`config.mk`:
```
export PLATFORM = sky130hd
export DESIGN_NAME = tdms_top
export DESIGN_NICKNAME = d
export VERILOG_FILES = /design/src/rtl/tdms_pkg.sv /design/src/rtl/tdms_top.sv /design/src/rtl/tdms_bmc_cmp.sv /design/src/rtl/tdms_tod_rx.sv
export SDC_FILE = /design/constraint.sdc
export NUM_CORES = 1
export LEC_CHECK = 0
export CAP_MARGIN = 25
export CORE_ASPECT_RATIO = 1.5
export CORE_MARGIN = 5
export CORE_UTILIZATION = 59
export CTS_CLUSTER_SIZE = 16
export DETAILED_ROUTE_END_ITERATION = 12
export DONT_BUFFER_PORTS = 1
export GPL_ROUTABILITY_DRIVEN = 0
export PLACE_DENSITY_LB_ADDON = 0.3
export SETUP_SLACK_MARGIN = 0.02
export SLEW_MARGIN = 25
export SYNTH_ARGS = -nofsm -noshare
export SYNTH_HDL_FRONTEND = slang
export SYNTH_SLANG_ARGS = --single-unit
```
`constraint.sdc`:
```
create_clock -name clk -period 20.9 [get_ports clk]
set_clock_uncertainty 0.15 [all_clocks]
set_input_delay 3.135 -clock clk [delete_from_list [all_inputs] [get_ports clk]]
set_output_delay 3.135 -clock clk [all_outputs]
set_load 0.1 [all_outputs]
```
`src/rtl/tdms_pkg.sv`:
```
// Shared constants, carriers and state types for the time reference and master select block.
package tdms_pkg;

    ////////////////////////////////////////////////////////////////////////////
    // Timing.
    localparam int CLK_HZ = 40_000_000;
    localparam int BAUD_RATE = 9600;
    localparam int BIT_CYC = CLK_HZ / BAUD_RATE;
    localparam int PPS_TIMEOUT_MS = 1500;
    localparam int PPS_TIMEOUT_CYC = (CLK_HZ / 1000) * PPS_TIMEOUT_MS;
    localparam logic [29:0] NS_PER_SEC = 30'h3b9aca00;
    localparam logic [29:0] NS_HALF_SEC = 30'h1dcd6500;
    localparam logic [29:0] STEP_LIMIT_NS = 30'h000003e8;
    localparam logic [4:0] NS_INC_NOM = 5'h19;
    localparam logic [4:0] NS_INC_SLOW = 5'h18;
    localparam logic [4:0] NS_INC_FAST = 5'h1a;
    localparam logic [3:0] LOCK_MIN_GOOD = 4'h8;
    localparam logic [31:0] SEC_PER_DAY = 32'h00015180;
    localparam logic [31:0] SEC_PER_HOUR = 32'h00000e10;
    localparam logic [31:0] SEC_PER_MIN = 32'h0000003c;

    ////////////////////////////////////////////////////////////////////////////
    // Announce defaults and class limit.
    localparam logic [7:0] CLASS_DEF_TRACE = 8'h06;
    localparam logic [7:0] CLASS_DEF_ARB = 8'h0d;
    localparam logic [7:0] CLASS_GM_MAX = 8'h7f;

    ////////////////////////////////////////////////////////////////////////////
    // Sentence characters.
    localparam logic [7:0] CH_START = 8'h24;
    localparam logic [7:0] CH_COMMA = 8'h2c;
    localparam logic [7:0] CH_STAR = 8'h2a;
    localparam logic [7:0] CH_CR = 8'h0d;
    localparam logic [7:0] CH_LF = 8'h0a;
    localparam logic [23:0] TYPE_TIMING = 24'h5a4441;

    ////////////////////////////////////////////////////////////////////////////
    // Carriers.
    typedef struct packed {
        logic [7:0] prio1;
        logic [7:0] clk_class;
        logic [7:0] accuracy;
        logic [15:0] variance;
        logic [7:0] prio2;
        logic [63:0] identity;
    } tdms_ds_t;

    typedef struct packed {
        logic traceable;
        logic profile_en;
        logic [7:0] clk_class;
        logic [15:0] utc_offset;
        logic [7:0] time_source;
    } tdms_cfg_t;

    typedef struct packed {
        logic ptp_timescale;
        logic leap_valid;
        logic time_traceable;
        logic freq_traceable;
        logic utc_offset_valid;
        logic [15:0] utc_offset;
        logic [7:0] time_source;
        logic [7:0] clk_class;
    } tdms_ann_t;

    typedef struct packed {
        logic [7:0] day;
        logic [7:0] hour;
        logic [7:0] minute;
        logic [7:0] second;
    } tdms_tod_t;

    typedef enum logic [1:0] {TB_FREE, TB_ACQ, TB_LOCK, TB_HOLD} tdms_tb_state_t;
    typedef enum logic [1:0] {RX_IDLE, RX_START, RX_DATA, RX_STOP} tdms_rx_state_t;

endpackage

```
`src/rtl/tdms_top.sv`:
```
// Time reference ingest, timebase steering, announce fields and master selection.
`timescale 1ns/1ps
// Contract
// - First priority is compared first; the better first priority wins outright. The code first drops any candidate with clock class above 127.
// - Equal first priorities rank on clock class, then accuracy, then variance.
// - Identical clock quality is decided by the second priority.
// - Clock class above 127 marks a clock not required to be grandmaster.
// - Serial port accepts only timing sentences; other sentence types are discarded.
// - Accepted day, hour, minute, second set the coarse phase of the timebase.
// - Serial port failure is detected and its messages ignored while it lasts.
// - Timebase stays aligned through serial failure while the pulse stays good.
// - Traceable mode aligns the timebase to the protocol epoch used for timestamps.
// - Traceable announce: timescale true, leap valid, time and frequency traceable.
// - Traceable announce carries configured UTC offset and time source as valid.
// - Traceable announced class is configured value, else 6 without profile.
// - Seconds rollover is steered onto the pulse rising edge, setting rate and phase.
// - Host configures traceability; serial handling is the same either way.
// - All earlier attributes equal, candidates are ordered by clock identity.
// - Non-traceable announce: flags false but frequency traceable; class default 13.
// - Pulse loss detected; holdover with enough lock history, else free-run.
module tdms_top
    import tdms_pkg::*;
#(
    parameter int PPS_TIMEOUT_CYCLES = PPS_TIMEOUT_CYC,
    parameter int UART_BIT_CYCLES = BIT_CYC
)
(
    input wire logic clk,
    input wire logic resetn,
    input wire logic low_rate_ref_input,
    input wire logic uart_rx,
    input wire tdms_cfg_t cfg,
    input wire tdms_ds_t local_ds,
    input wire tdms_ds_t cand_ds,
    input wire logic cand_valid,
    input wire logic bmc_restart,
    input wire logic ann_start,
    output tdms_ann_t ann_q,
    output tdms_ds_t best_q,
    output logic best_local_q,
    output logic gm_role_q,
    output logic [31:0] tb_sec_q,
    output logic [29:0] tb_ns_q,
    output tdms_tb_state_t tb_state_q,
    output logic pps_lost_q,
    output logic uart_fail_q
);
    localparam logic [25:0] TMO_LAST = 26'(PPS_TIMEOUT_CYCLES - 1);

    ////////////////////////////////////////////////////////////////////////////
    // Pin synchronisers. The first stage of each feeds only its second stage.
    logic pps_meta_q, pps_sync_q, pps_prev_q;
    logic rx_meta_q, rx_sync_q;

    always_ff @(posedge clk or negedge resetn) begin
        if (!resetn) begin
            pps_meta_q <= 1'b0;
            pps_sync_q <= 1'b0;
            pps_prev_q <= 1'b0;
            rx_meta_q <= 1'b1;
            rx_sync_q <= 1'b1;
        end else begin
            pps_meta_q <= low_rate_ref_input;
            pps_sync_q <= pps_meta_q;
            pps_prev_q <= pps_sync_q;
            rx_meta_q <= uart_rx;
            rx_sync_q <= rx_meta_q;
        end
    end

    // Top of second is the rising edge of the reference pulse.
    wire pps_rise = pps_sync_q & ~pps_prev_q;

    ////////////////////////////////////////////////////////////////////////////
    // Time message reception.
    logic tod_valid;
    tdms_tod_t tod;

    tdms_tod_rx #(
        .BIT_CYCLES(UART_BIT_CYCLES)
    ) u_tod_rx (
        .clk(clk),
        .resetn(resetn),
        .rx(rx_sync_q),
        .tod_valid_q(tod_valid),
        .tod_q(tod)
    );

    ////////////////////////////////////////////////////////////////////////////
    // Serial port health and pending coarse time.
    logic seen_q, have_edge_q, pend_v_q;
    logic [31:0] pend_sec_q;

    // Messages keep being watched during a failure so the port can recover,
    // but none of them may move the timebase until a clean interval is seen.
    wire tod_take = tod_valid & ~uart_fail_q;
    wire [31:0] utc_add = cfg.traceable ? {16'h0000, cfg.utc_offset} : 32'h00000000;
    wire [31:0] tod_sec = 32'(tod.day) * SEC_PER_DAY + 32'(tod.hour) * SEC_PER_HOUR
                        + 32'(tod.minute) * SEC_PER_MIN + 32'(tod.second) + utc_add;
    // A sentence landing on the edge cycle is counted for the following interval.
    wire seen_d = tod_valid | (seen_q & ~pps_rise);
    wire fail_d = (pps_rise & have_edge_q) ? ~seen_q : uart_fail_q;
    wire pend_v_d = tod_take | (pend_v_q & ~pps_rise);

    always_ff @(posedge clk or negedge resetn) begin
        if (!resetn) begin
            seen_q <= 1'b0;
            have_edge_q <= 1'b0;
            uart_fail_q <= 1'b0;
            pend_v_q <= 1'b0;
            pend_sec_q <= 32'h00000000;
        end else begin
            seen_q <= seen_d;
            have_edge_q <= (have_edge_q | pps_rise) & ~pps_lost_q;
            uart_fail_q <= fail_d;
            pend_v_q <= pend_v_d;
            if (tod_take) pend_sec_q <= tod_sec;
        end
    end

    ////////////////////////////////////////////////////////////////////////////
    // Timebase steering. Small errors are slewed at 1 ns per cycle, large
    // ones or a new coarse time are stepped at the edge.
    logic [9:0] slew_q;
    logic slew_slow_q;

    wire ahead = tb_ns_q < NS_HALF_SEC;
    wire [29:0] err_mag = ahead ? tb_ns_q : NS_PER_SEC - tb_ns_q;
    wire err_small = err_mag <= STEP_LIMIT_NS;
    wire do_step = pps_rise & (pend_v_q | ~err_small);
    wire [4:0] ns_inc = (slew_q == 10'h000) ? NS_INC_NOM :
                        (slew_slow_q ? NS_INC_SLOW : NS_INC_FAST);
    wire [30:0] ns_sum = {1'b0, tb_ns_q} + {26'h0000000, ns_inc};
    wire ns_wrap = ns_sum >= {1'b0, NS_PER_SEC};
    wire [30:0] ns_wrapped = ns_sum - {1'b0, NS_PER_SEC};
    wire [29:0] ns_run = ns_wrap ? ns_wrapped[29:0] : ns_sum[29:0];
    wire [31:0] sec_run = tb_sec_q + {31'h00000000, ns_wrap};
    // With the local rollover still to come, stepping must also count the second.
    wire [31:0] sec_step = pend_v_q ? pend_sec_q :
                           (ahead ? tb_sec_q : tb_sec_q + 32'h00000001);

    always_ff @(posedge clk or negedge resetn) begin
        if (!resetn) begin
            tb_ns_q <= 30'h00000000;
            tb_sec_q <= 32'h00000000;
            slew_q <= 10'h000;
            slew_slow_q <= 1'b0;
        end else if (do_step) begin
            tb_ns_q <= 30'h00000000;
            tb_sec_q <= sec_step;
            slew_q <= 10'h000;
        end else if (pps_rise) begin
            tb_ns_q <= ns_run;
            tb_sec_q <= sec_run;
            slew_q <= err_mag[9:0];
            slew_slow_q <= ahead;
        end else begin
            // Without edges the timebase runs on the local clock, so serial loss
            // alone never disturbs it.
            tb_ns_q <= ns_run;
            tb_sec_q <= sec_run;
            if (slew_q != 10'h000) slew_q <= slew_q - 10'h001;
        end
    end

    ////////////////////////////////////////////////////////////////////////////
    // Pulse activity monitor and lock state.
    logic [25:0] act_cnt_q;
    logic [3:0] good_q;

    wire tmo = act_cnt_q == TMO_LAST;
    wire [3:0] good_inc = (good_q == 4'hf) ? good_q : good_q + 4'h1;
    tdms_tb_state_t st_d;

    always_comb begin
        st_d = tb_state_q;
        unique case (tb_state_q)
            TB_FREE: if (pps_rise) st_d = TB_ACQ;
            TB_ACQ: begin
                if (tmo) st_d = TB_FREE;
                else if (pps_rise && err_small && good_inc >= LOCK_MIN_GOOD) st_d = TB_LOCK;
            end
            TB_LOCK: begin
                if (tmo) st_d = TB_HOLD;
                else if (pps_rise && !err_small) st_d = TB_ACQ;
            end
            TB_HOLD: if (pps_rise) st_d = TB_ACQ;
        endcase
    end

    always_ff @(posedge clk or negedge resetn) begin
        if (!resetn) begin
            act_cnt_q <= 26'h0000000;
            good_q <= 4'h0;
            pps_lost_q <= 1'b0;
            tb_state_q <= TB_FREE;
        end else begin
            tb_state_q <= st_d;
            if (pps_rise) begin
                act_cnt_q <= 26'h0000000;
                good_q <= err_small ? good_inc : 4'h0;
                pps_lost_q <= 1'b0;
            end else if (tmo) begin
                good_q <= 4'h0;
                pps_lost_q <= 1'b1;
            end else begin
                act_cnt_q <= act_cnt_q + 26'h0000001;
            end
        end
    end

    ////////////////////////////////////////////////////////////////////////////
    // Announce fields, sampled from configuration at each announce start.
    wire [7:0] class_def = cfg.traceable ? CLASS_DEF_TRACE : CLASS_DEF_ARB;
    tdms_ann_t ann_d;

    assign ann_d = '{ptp_timescale: cfg.traceable,
                     leap_valid: cfg.traceable,
                     time_traceable: cfg.traceable,
                     freq_traceable: 1'b1,
                     utc_offset_valid: cfg.traceable,
                     utc_offset: cfg.utc_offset,
                     time_source: cfg.time_source,
                     clk_class: cfg.profile_en ? cfg.clk_class : class_def};

    always_ff @(posedge clk or negedge resetn) begin
        if (!resetn) begin
            ann_q <= '0;
        end else if (ann_start) begin
            ann_q <= ann_d;
        end
    end

    ////////////////////////////////////////////////////////////////////////////
    // Master selection against the running best.
    logic cand_wins;

    tdms_bmc_cmp u_cmp (
        .a(cand_ds),
        .b(best_q),
        .a_better(cand_wins)
    );

    // A candidate that is not meant to be grandmaster never displaces the best.
    wire cand_gm_ok = cand_ds.clk_class <= CLASS_GM_MAX;
    wire cand_take = cand_valid & cand_gm_ok & cand_wins;
    wire local_back = bmc_restart | (best_local_q & ~cand_take);

    always_ff @(posedge clk or negedge resetn) begin
        if (!resetn) begin
            best_q <= '0;
            best_local_q <= 1'b1;
            gm_role_q <= 1'b0;
        end else begin
            if (cand_take && !bmc_restart) begin
                best_q <= cand_ds;
            end else if (local_back) begin
                best_q <= local_ds;
            end
            best_local_q <= local_back;
            gm_role_q <= local_back & (local_ds.clk_class <= CLASS_GM_MAX);
        end
    end
endmodule

```
`src/rtl/tdms_bmc_cmp.sv`:
```
// Dataset comparison: says whether dataset a beats dataset b.
`timescale 1ns/1ps
module tdms_bmc_cmp
    import tdms_pkg::*;
(
    input wire tdms_ds_t a,
    input wire tdms_ds_t b,
    output logic a_better
);
    // Lower numbers win on every attribute.
    wire p1_diff = a.prio1 != b.prio1;
    wire cls_diff = a.clk_class != b.clk_class;
    wire acc_diff = a.accuracy != b.accuracy;
    wire var_diff = a.variance != b.variance;
    wire p2_diff = a.prio2 != b.prio2;
    wire qual_diff = cls_diff | acc_diff | var_diff;
    wire qual_better = cls_diff ? (a.clk_class < b.clk_class) :
                       acc_diff ? (a.accuracy < b.accuracy) : (a.variance < b.variance);
    wire p2_better = a.prio2 < b.prio2;
    wire id_better = a.identity < b.identity;

    assign a_better = p1_diff ? (a.prio1 < b.prio1) :
                      qual_diff ? qual_better :
                      p2_diff ? p2_better : id_better;
endmodule

```
`src/rtl/tdms_tod_rx.sv`:
```
// Serial receiver and time sentence parser producing day, hour, minute and second.
`timescale 1ns/1ps
module tdms_tod_rx
    import tdms_pkg::*;
#(
    parameter int BIT_CYCLES = BIT_CYC
)
(
    input wire logic clk,
    input wire logic resetn,
    input wire logic rx,
    output logic tod_valid_q,
    output tdms_tod_t tod_q
);
    localparam logic [15:0] BIT_LAST = 16'(BIT_CYCLES - 1);
    localparam logic [15:0] HALF_LAST = 16'(BIT_CYCLES / 2 - 1);

    function automatic logic [7:0] bcd2bin(input logic [3:0] t, input logic [3:0] u);
        bcd2bin = ({4'h0, t} << 3) + ({4'h0, t} << 1) + {4'h0, u};
    endfunction

    ////////////////////////////////////////////////////////////////////////////
    // Byte receiver, sampling at mid bit.
    tdms_rx_state_t rx_st_q;
    logic [15:0] bit_cnt_q;
    logic [2:0] bit_idx_q;
    logic [7:0] shift_q;
    logic byte_stb_q;

    wire bit_end = bit_cnt_q == (rx_st_q == RX_START ? HALF_LAST : BIT_LAST);

    always_ff @(posedge clk or negedge resetn) begin
        if (!resetn) begin
            rx_st_q <= RX_IDLE;
            bit_cnt_q <= 16'h0000;
            bit_idx_q <= 3'h0;
            shift_q <= 8'h00;
            byte_stb_q <= 1'b0;
        end else begin
            byte_stb_q <= 1'b0;
            bit_cnt_q <= (bit_end || rx_st_q == RX_IDLE) ? 16'h0000 : bit_cnt_q + 16'h0001;
            unique case (rx_st_q)
                RX_IDLE: if (!rx) rx_st_q <= RX_START;
                RX_START: if (bit_end) rx_st_q <= rx ? RX_IDLE : RX_DATA;
                RX_DATA: if (bit_end) begin
                    shift_q <= {rx, shift_q[7:1]};
                    bit_idx_q <= bit_idx_q + 3'h1;
                    if (bit_idx_q == 3'h7) rx_st_q <= RX_STOP;
                end
                RX_STOP: if (bit_end) begin
                    byte_stb_q <= rx;
                    rx_st_q <= RX_IDLE;
                end
            endcase
        end
    end

    ////////////////////////////////////////////////////////////////////////////
    // Sentence parser. Field 0 is the address, 1 is hhmmss, 2 is the day.
    logic in_sent_q;
    logic [3:0] field_q;
    logic [2:0] pos_q;
    logic [23:0] addr_q;
    logic [5:0][3:0] hms_q;
    logic [1:0][3:0] day_q;
    logic hms_ok_q, day_ok_q, bad_q;

    wire is_start = shift_q == CH_START;
    wire is_comma = shift_q == CH_COMMA;
    wire is_end = shift_q == CH_STAR || shift_q == CH_CR || shift_q == CH_LF;
    wire is_digit = shift_q[7:4] == 4'h3 && shift_q[3:0] <= 4'h9;
    wire in_hms = field_q == 4'h1 && pos_q <= 3'h5;
    wire in_day = field_q == 4'h2 && pos_q <= 3'h1;
    // Only timing sentences with complete fields are passed on; others are dropped.
    wire accept = addr_q == TYPE_TIMING && hms_ok_q && day_ok_q && !bad_q;

    always_ff @(posedge clk or negedge resetn) begin
        if (!resetn) begin
            in_sent_q <= 1'b0;
            field_q <= 4'h0;
            pos_q <= 3'h0;
            addr_q <= 24'h000000;
            hms_q <= '0;
            day_q <= '0;
            hms_ok_q <= 1'b0;
            day_ok_q <= 1'b0;
            bad_q <= 1'b0;
            tod_valid_q <= 1'b0;
            tod_q <= '0;
        end else begin
            tod_valid_q <= 1'b0;
            if (byte_stb_q) begin
                if (is_start) begin
                    in_sent_q <= 1'b1;
                    field_q <= 4'h0;
                    pos_q <= 3'h0;
                    addr_q <= 24'h000000;
                    hms_ok_q <= 1'b0;
                    day_ok_q <= 1'b0;
                    bad_q <= 1'b0;
                end else if (in_sent_q && is_comma) begin
                    if (field_q != 4'hf) field_q <= field_q + 4'h1;
                    pos_q <= 3'h0;
                end else if (in_sent_q && is_end) begin
                    in_sent_q <= 1'b0;
                    tod_valid_q <= accept;
                    tod_q <= '{day: bcd2bin(day_q[0], day_q[1]),
                               hour: bcd2bin(hms_q[0], hms_q[1]),
                               minute: bcd2bin(hms_q[2], hms_q[3]),
                               second: bcd2bin(hms_q[4], hms_q[5])};
                end else if (in_sent_q) begin
                    if (pos_q != 3'h7) pos_q <= pos_q + 3'h1;
                    if (field_q == 4'h0) addr_q <= {addr_q[15:0], shift_q};
                    if ((in_hms || in_day) && !is_digit) bad_q <= 1'b1;
                    if (in_hms) hms_q[pos_q] <= shift_q[3:0];
                    if (in_hms && pos_q == 3'h5) hms_ok_q <= 1'b1;
                    if (in_day) day_q[pos_q[0]] <= shift_q[3:0];
                    if (in_day && pos_q == 3'h1) day_ok_q <= 1'b1;
                end
            end
        end
    end
endmodule

```
* After elaboration in Yosys (flattened, before gate mapping)
Index checks and enable logic that the tools add are counted.
W data, S select, Z words.
** Cells by class
- Multiplexer cells :: 87
- Magnitude comparators :: 19
- Bitwise gates (word level) :: 29
- Multipliers :: 3
- Eq/ne operators :: 41
- Add/sub/neg operators :: 24
- Reduce and logical (&&, ||, !) cells :: 58
** Operators by type and width (count)
- $mux W112 :: 2
- $mux W24 :: 5
- $mux W32 :: 3
- $mux W30 :: 3
- $lt A64 B64 Y1 :: 1
- $mux W26 :: 2
- $mux W4 :: 10
- $add A32 B1 Y32 :: 1
- $add A32 B1 Y32 const B :: 1
- $add A7 B5 Y8 :: 4
- $add A8 B4 Y8 :: 4
- $lt A8 B8 Y1 :: 4
- $mux W16 :: 2
- $ne A8 B8 Y1 :: 4
- $add A30 B5 Y31 :: 1
- $ge A31 B30 Y1 const B :: 1
- $mux W1 :: 31
- $le A30 B10 Y1 const B :: 1
- $lt A30 B29 Y1 const B :: 1
- $mux W10 :: 3
- $sub A30 B30 Y30 const A :: 1
- $sub A30 B30 Y30 const B :: 1
- $add A28 B16 Y29 :: 1
- $add A27 B8 Y28 :: 1
- other kinds (66) :: 173
** Storage, ports and cells
- Register bits after elaboration :: 425
- Logic and storage cells :: 317
- Output and inout bits :: 217
- Input port bits :: 265

* Depth between registers and ports, before layout
- Depth in word-level cells :: 11
- Gate-level depth with buffers :: 30
- Mapped depth without buffers :: 27

* Modules after synthesis
From an unflattened synthesis, not the netlist that was laid out.
** Second synthesis, totals
- Cells, all modules :: 3372
- Area total of the unflattened synthesis :: 31041.0 sq um
** By module, submodules not included
- tdms_top :: area each 21420.5 sq um, seq. area each 7235.7 sq um, cells an instance 2390, instances 1
- tdms_tod_rx :: area each 6740.2 sq um, seq. area each 3253.1 sq um, cells an instance 585, instances 1
- tdms_bmc_cmp :: area each 2880.3 sq um, seq. area each 0.0 sq um, cells an instance 397, instances 1

* Least setup slack after synthesis
Ideal clock, no wire load.
- Path kind :: input port to flip-flop
- Start :: in cfg[33] (netlist bit)
- End :: reg pend_sec_q[23]
- Setup slack :: 13.366 ns
- Stages on the path :: 19
- Setup time :: 0.134 ns
- Data required time :: 20.616 ns
- Data arrival time :: 7.250 ns
- Path buffers :: 2
- Cells stage by stage :: clkbuf_1 clkbuf_1 nand2_1 fa_1 inv_1 fa_1 ha_1 fa_1 a21oi_1 o21bai_1 a21oi_1 o21ai_0 a211oi_1 nor2_1 o211ai_1 nand3_1 o41ai_1 xnor2_1 o21ai_0
** Between the ends
- Cells in the longest elaborated chain, start to end :: 2
** RTL lines
- start, declared :: RTL line tdms_top.sv:32 : input wire tdms_cfg_t cfg,
- $mux W16 :: RTL line tdms_top.sv:97 : wire [31:0] utc_add = cfg.traceable ? {16'h0000, cfg.utc_offset} : 32'h00000000;
- $add A28 B16 Y29 :: RTL line tdms_top.sv:99 : + 32'(tod.minute) * SEC_PER_MIN + 32'(tod.second) + utc_add;
- end signal, assigned :: RTL line tdms_top.sv:117 : if (tod_take) pend_sec_q <= tod_sec;
- end, declared :: RTL line tdms_top.sv:92 : logic [31:0] pend_sec_q;
Every way passes these cells.
A chain may end at the register's enable or synchronous reset.

* Worst setup path in the final report
- Start :: reg slew_q[3]
- End :: reg tb_sec_q[30]
** Between the ends
- Cells in the longest elaborated chain, start to end :: 6
** RTL lines
- start, declared :: RTL line tdms_top.sv:124 : logic [9:0] slew_q;
- start signal, assigned :: RTL line tdms_top.sv:155 : slew_q <= err_mag[9:0];
- start signal, assigned :: RTL line tdms_top.sv:162 : if (slew_q != 10'h000) slew_q <= slew_q - 10'h001;
- $logic_not A10 Y1 :: RTL line tdms_top.sv:131 : wire [4:0] ns_inc = (slew_q == 10'h000) ? NS_INC_NOM :
- $mux W2 :: RTL line tdms_top.sv:131
- $add A30 B5 Y31 :: RTL line tdms_top.sv:133 : wire [30:0] ns_sum = {1'b0, tb_ns_q} + {26'h0000000, ns_inc};
- $ge A31 B30 Y1 :: RTL line tdms_top.sv:134 : wire ns_wrap = ns_sum >= {1'b0, NS_PER_SEC};
- $add A32 B1 Y32 :: RTL line tdms_top.sv:137 : wire [31:0] sec_run = tb_sec_q + {31'h00000000, ns_wrap};
- $mux W32 :: RTL line tdms_top.sv:148 : end else if (do_step) begin
- end signal, assigned :: RTL line tdms_top.sv:150 : tb_sec_q <= sec_step;
- end signal, assigned :: RTL line tdms_top.sv:154 : tb_sec_q <= sec_run;
- end signal, assigned :: RTL line tdms_top.sv:161 : tb_sec_q <= sec_run;
- end, declared :: RTL line tdms_top.sv:42 : output logic [31:0] tb_sec_q,
Every way passes these cells.

==> out/results.ini <==
[outcome]
status=finished clean

[clock_tree]
cts_sinks=419
cts_tree=built
numCtsBuffers=43
clkLatencyLatePin_ps=610
htreeDepth=2
clockBufferDepth=3
postCtsResizedCells=0
post_cts_buffers=0
path_clk_slew_ps=70
hold_buffers=0
root_buffer=clkbuf_16

[floorplan]
io_pins=482
dieArea_mm2=0.0565
die_y_um=289
dieWidth_um=196
core_area_mm2=0.0514
initial_core_util_pct=59.4
rows=102

[yosys]
ys.flop_type=dfrtp_1
synth_top_cell_area_share_pct=34.1
syn_nets=3759
yosys.area.top_type=dfrtp_1
netlist_area_mm2=0.0306
avgSynthCellArea_um2=9.82
synth_area_leaders=dfrtp_1 (34%), ha_1 (13%), mux2_2 (12%)
async_reset_ff_share_pct=100
yosys_warnings=0
synth-seq-area-share_pct=34.3
ys_types=92
yosys_register_bits=419
synth_edf_count=0
syn_inst=3110

[worst_setup_path]
critPathKind=reg -> reg
cp-startpoint=slew_q[3]
cp-start-kind=register
worstReg2RegEnd=tb_sec_q[30]
path_max_fanout=17
worstRegToRegCells=25
r2r_start=slew_q[3]
critPathArrivalTime_ps=8200
required_ps=21220
crit_path_end=tb_sec_q[30]
crit_path_end_kind=register
r2r_setup_slack_ps=13020

[route]
drc=0
antenna_left=0
drt_pass1_iterations=6
wl_per_cell_um=22.7
viasPerCell=6.28
drtIter0Drc=1597
num_vias=23900
finalWirelength_um=86200

[pwr]
peakVddDrop_uv=77.2
power_leakage_nw=16.1
total_power_mw=2.91
p_per_area_mw_per_mm2=87.9

[timing]
fin_crit_sh_pct=37.7
tns_ps=0
slew_violations=0
setup_viol=0
fmax_mhz=127
rsz0062_at_grt=false
slew_headroom_pct=26.2
min_period_ps=7880
whs_ps=201
hold_viol_final=0
worstMarginPinSlew_ps=1110

[global_route]
grt_max_degree=420
grt_pass1_wl_um=134000
antenna_found_initial=22
grt_usage_pct=29.3
grt_overflow=0
grt_pass1_vias=24700

[final_layout]
multi_input_area_mm2=0.0185
syn_to_final_growth_pct=8.14
seq_area_mm2=0.0105
layout-drive-gt1-share_pct=16.2
fillers=4060
final_cell_mix=dfrtp_1 (406), ha_1 (319), mux2_2 (316)
final_common_cell=dfrtp_1
post-route-util_pct=64.2
fin_nets=3727

[hold_path]
hp-class=reg -> reg

[placed_design]
portBuffers=0
place_hpwl_um=66300

[flow_run]
drv_cap=0

## worst max-delay path, stage by stage (launching register included)
cell and delay, ps:
dfrtp_1 420, or4_1 590, or3_1 410, nor3_1 450, nor2_1 160, fa_1 530
a211oi_2 610, nor2_1 230, nand3_1 150, xnor2_1 100, ha_1 240, o21ai_0 240
a21boi_0 190, a31oi_1 220, a21oi_1 200, inv_1 410, ha_1 290, ha_1 260
nand2_1 70, nor2_1 260, nand3_1 290, nor2_1 260, nand2_1 170, nor3b_1 380
a221oi_1 170, o32ai_1 310
## worst min path at each step
stage                     startpoint    endpoint  slack (ps)  depth (start not counted)
after floorplan           pps_meta_q  pps_sync_q         180                          0
after global placement     rx_meta_q   rx_sync_q         200                          0
final                      rx_meta_q   rx_sync_q         200                          0
after global routing       rx_meta_q   rx_sync_q         210                          0
after detailed placement   rx_meta_q   rx_sync_q         200                          0
after CTS                  rx_meta_q   rx_sync_q         200                          0
## synthesized netlist by cell type, types with 30 or more instances
cell / instances
a21o_1: 67
a21oi_1: 150
and3_1: 30
clkbuf_1: 105
dfrtp_1: 416
fa_1: 65
ha_1: 319
inv_1: 268
mux2_2: 316
nand2_1: 192
nand3_1: 88
nand4_1: 49
nor2_1: 208
nor3_1: 64
o21ai_0: 126
xnor2_1: 96
xor2_1: 83
## through the flow
step | instances | area (µm²) | setup slack [ps]
after floorplan | 3110 | 30600 | 13370
after global routing | 3793 | 33000 | 12300
after CTS | 3783 | 32900 | 12800
after global placement | 3701 | 31300 | 13190
after detailed placement | 3703 | 31300 | 12840
final | 3801 | 33000 | 13020
## metal layers
| metal | share of wire [%] | vias up | GRT usage, % |
|---|---|---|---|
| li1 | - | 10900 | - |
| met1 | 36 | 11600 | 33.7 |
| met2 | 49 | 980 | 50.3 |
| met3 | 9.4 | 300 | 9.16 |
| met4 | 5.2 | 24 | 12.7 |
| met5 | 0.19 | - | 0 |
## cell type report
cell class | instances | area share (%)
well taps | 676 | 2.56
clock buffers | 57 | 3.75
diodes | 12 | 0.0909
multi-input cells | 2285 | 56.1
repair buffers | 61 | 1.70
flip-flops and latches | 419 | 31.8
clock inverters | 23 | 0.977
inverters | 268 | 3.04
## sequential cells by signal, indices dropped and copies added, names as in the netlist, 10 cells and up, named ones only
| register | count |
|---|---|
| tb_sec_q | 32 |
| pend_sec_q | 26 |
| u_tod_rx.hms_q | 24 |
| u_tod_rx.bit_cnt_q | 16 |
| u_tod_rx.addr_q | 24 |
| slew_q | 10 |
| act_cnt_q | 26 |
| ann_q | 34 |
| tb_ns_q | 30 |
| u_tod_rx.tod_q | 32 |
| best_q | 112 |
## cells by family after synthesis
logic type / count (synthesis) / share of synthesized area, %
adders and majority gates: 384 / 17.3
xor gates and xnor gates: 179 / 5.13
buffers and inverters: 406 / 5.20
muxes: 345 / 12.6
and+or+nand+nor: 797 / 13.0
AOI/OAI and AO/OA: 580 / 12.4
DFF: 419 / 34.3
## report_power, final
part / switching [mW] / internal (mW)
Sequential: 0.425 / 0.884
Combinational: 0.487 / 0.266
Clock: 0.356 / 0.488
Total: 1.27 / 1.64
Note: power is estimated with default switching activity, not from simulation.
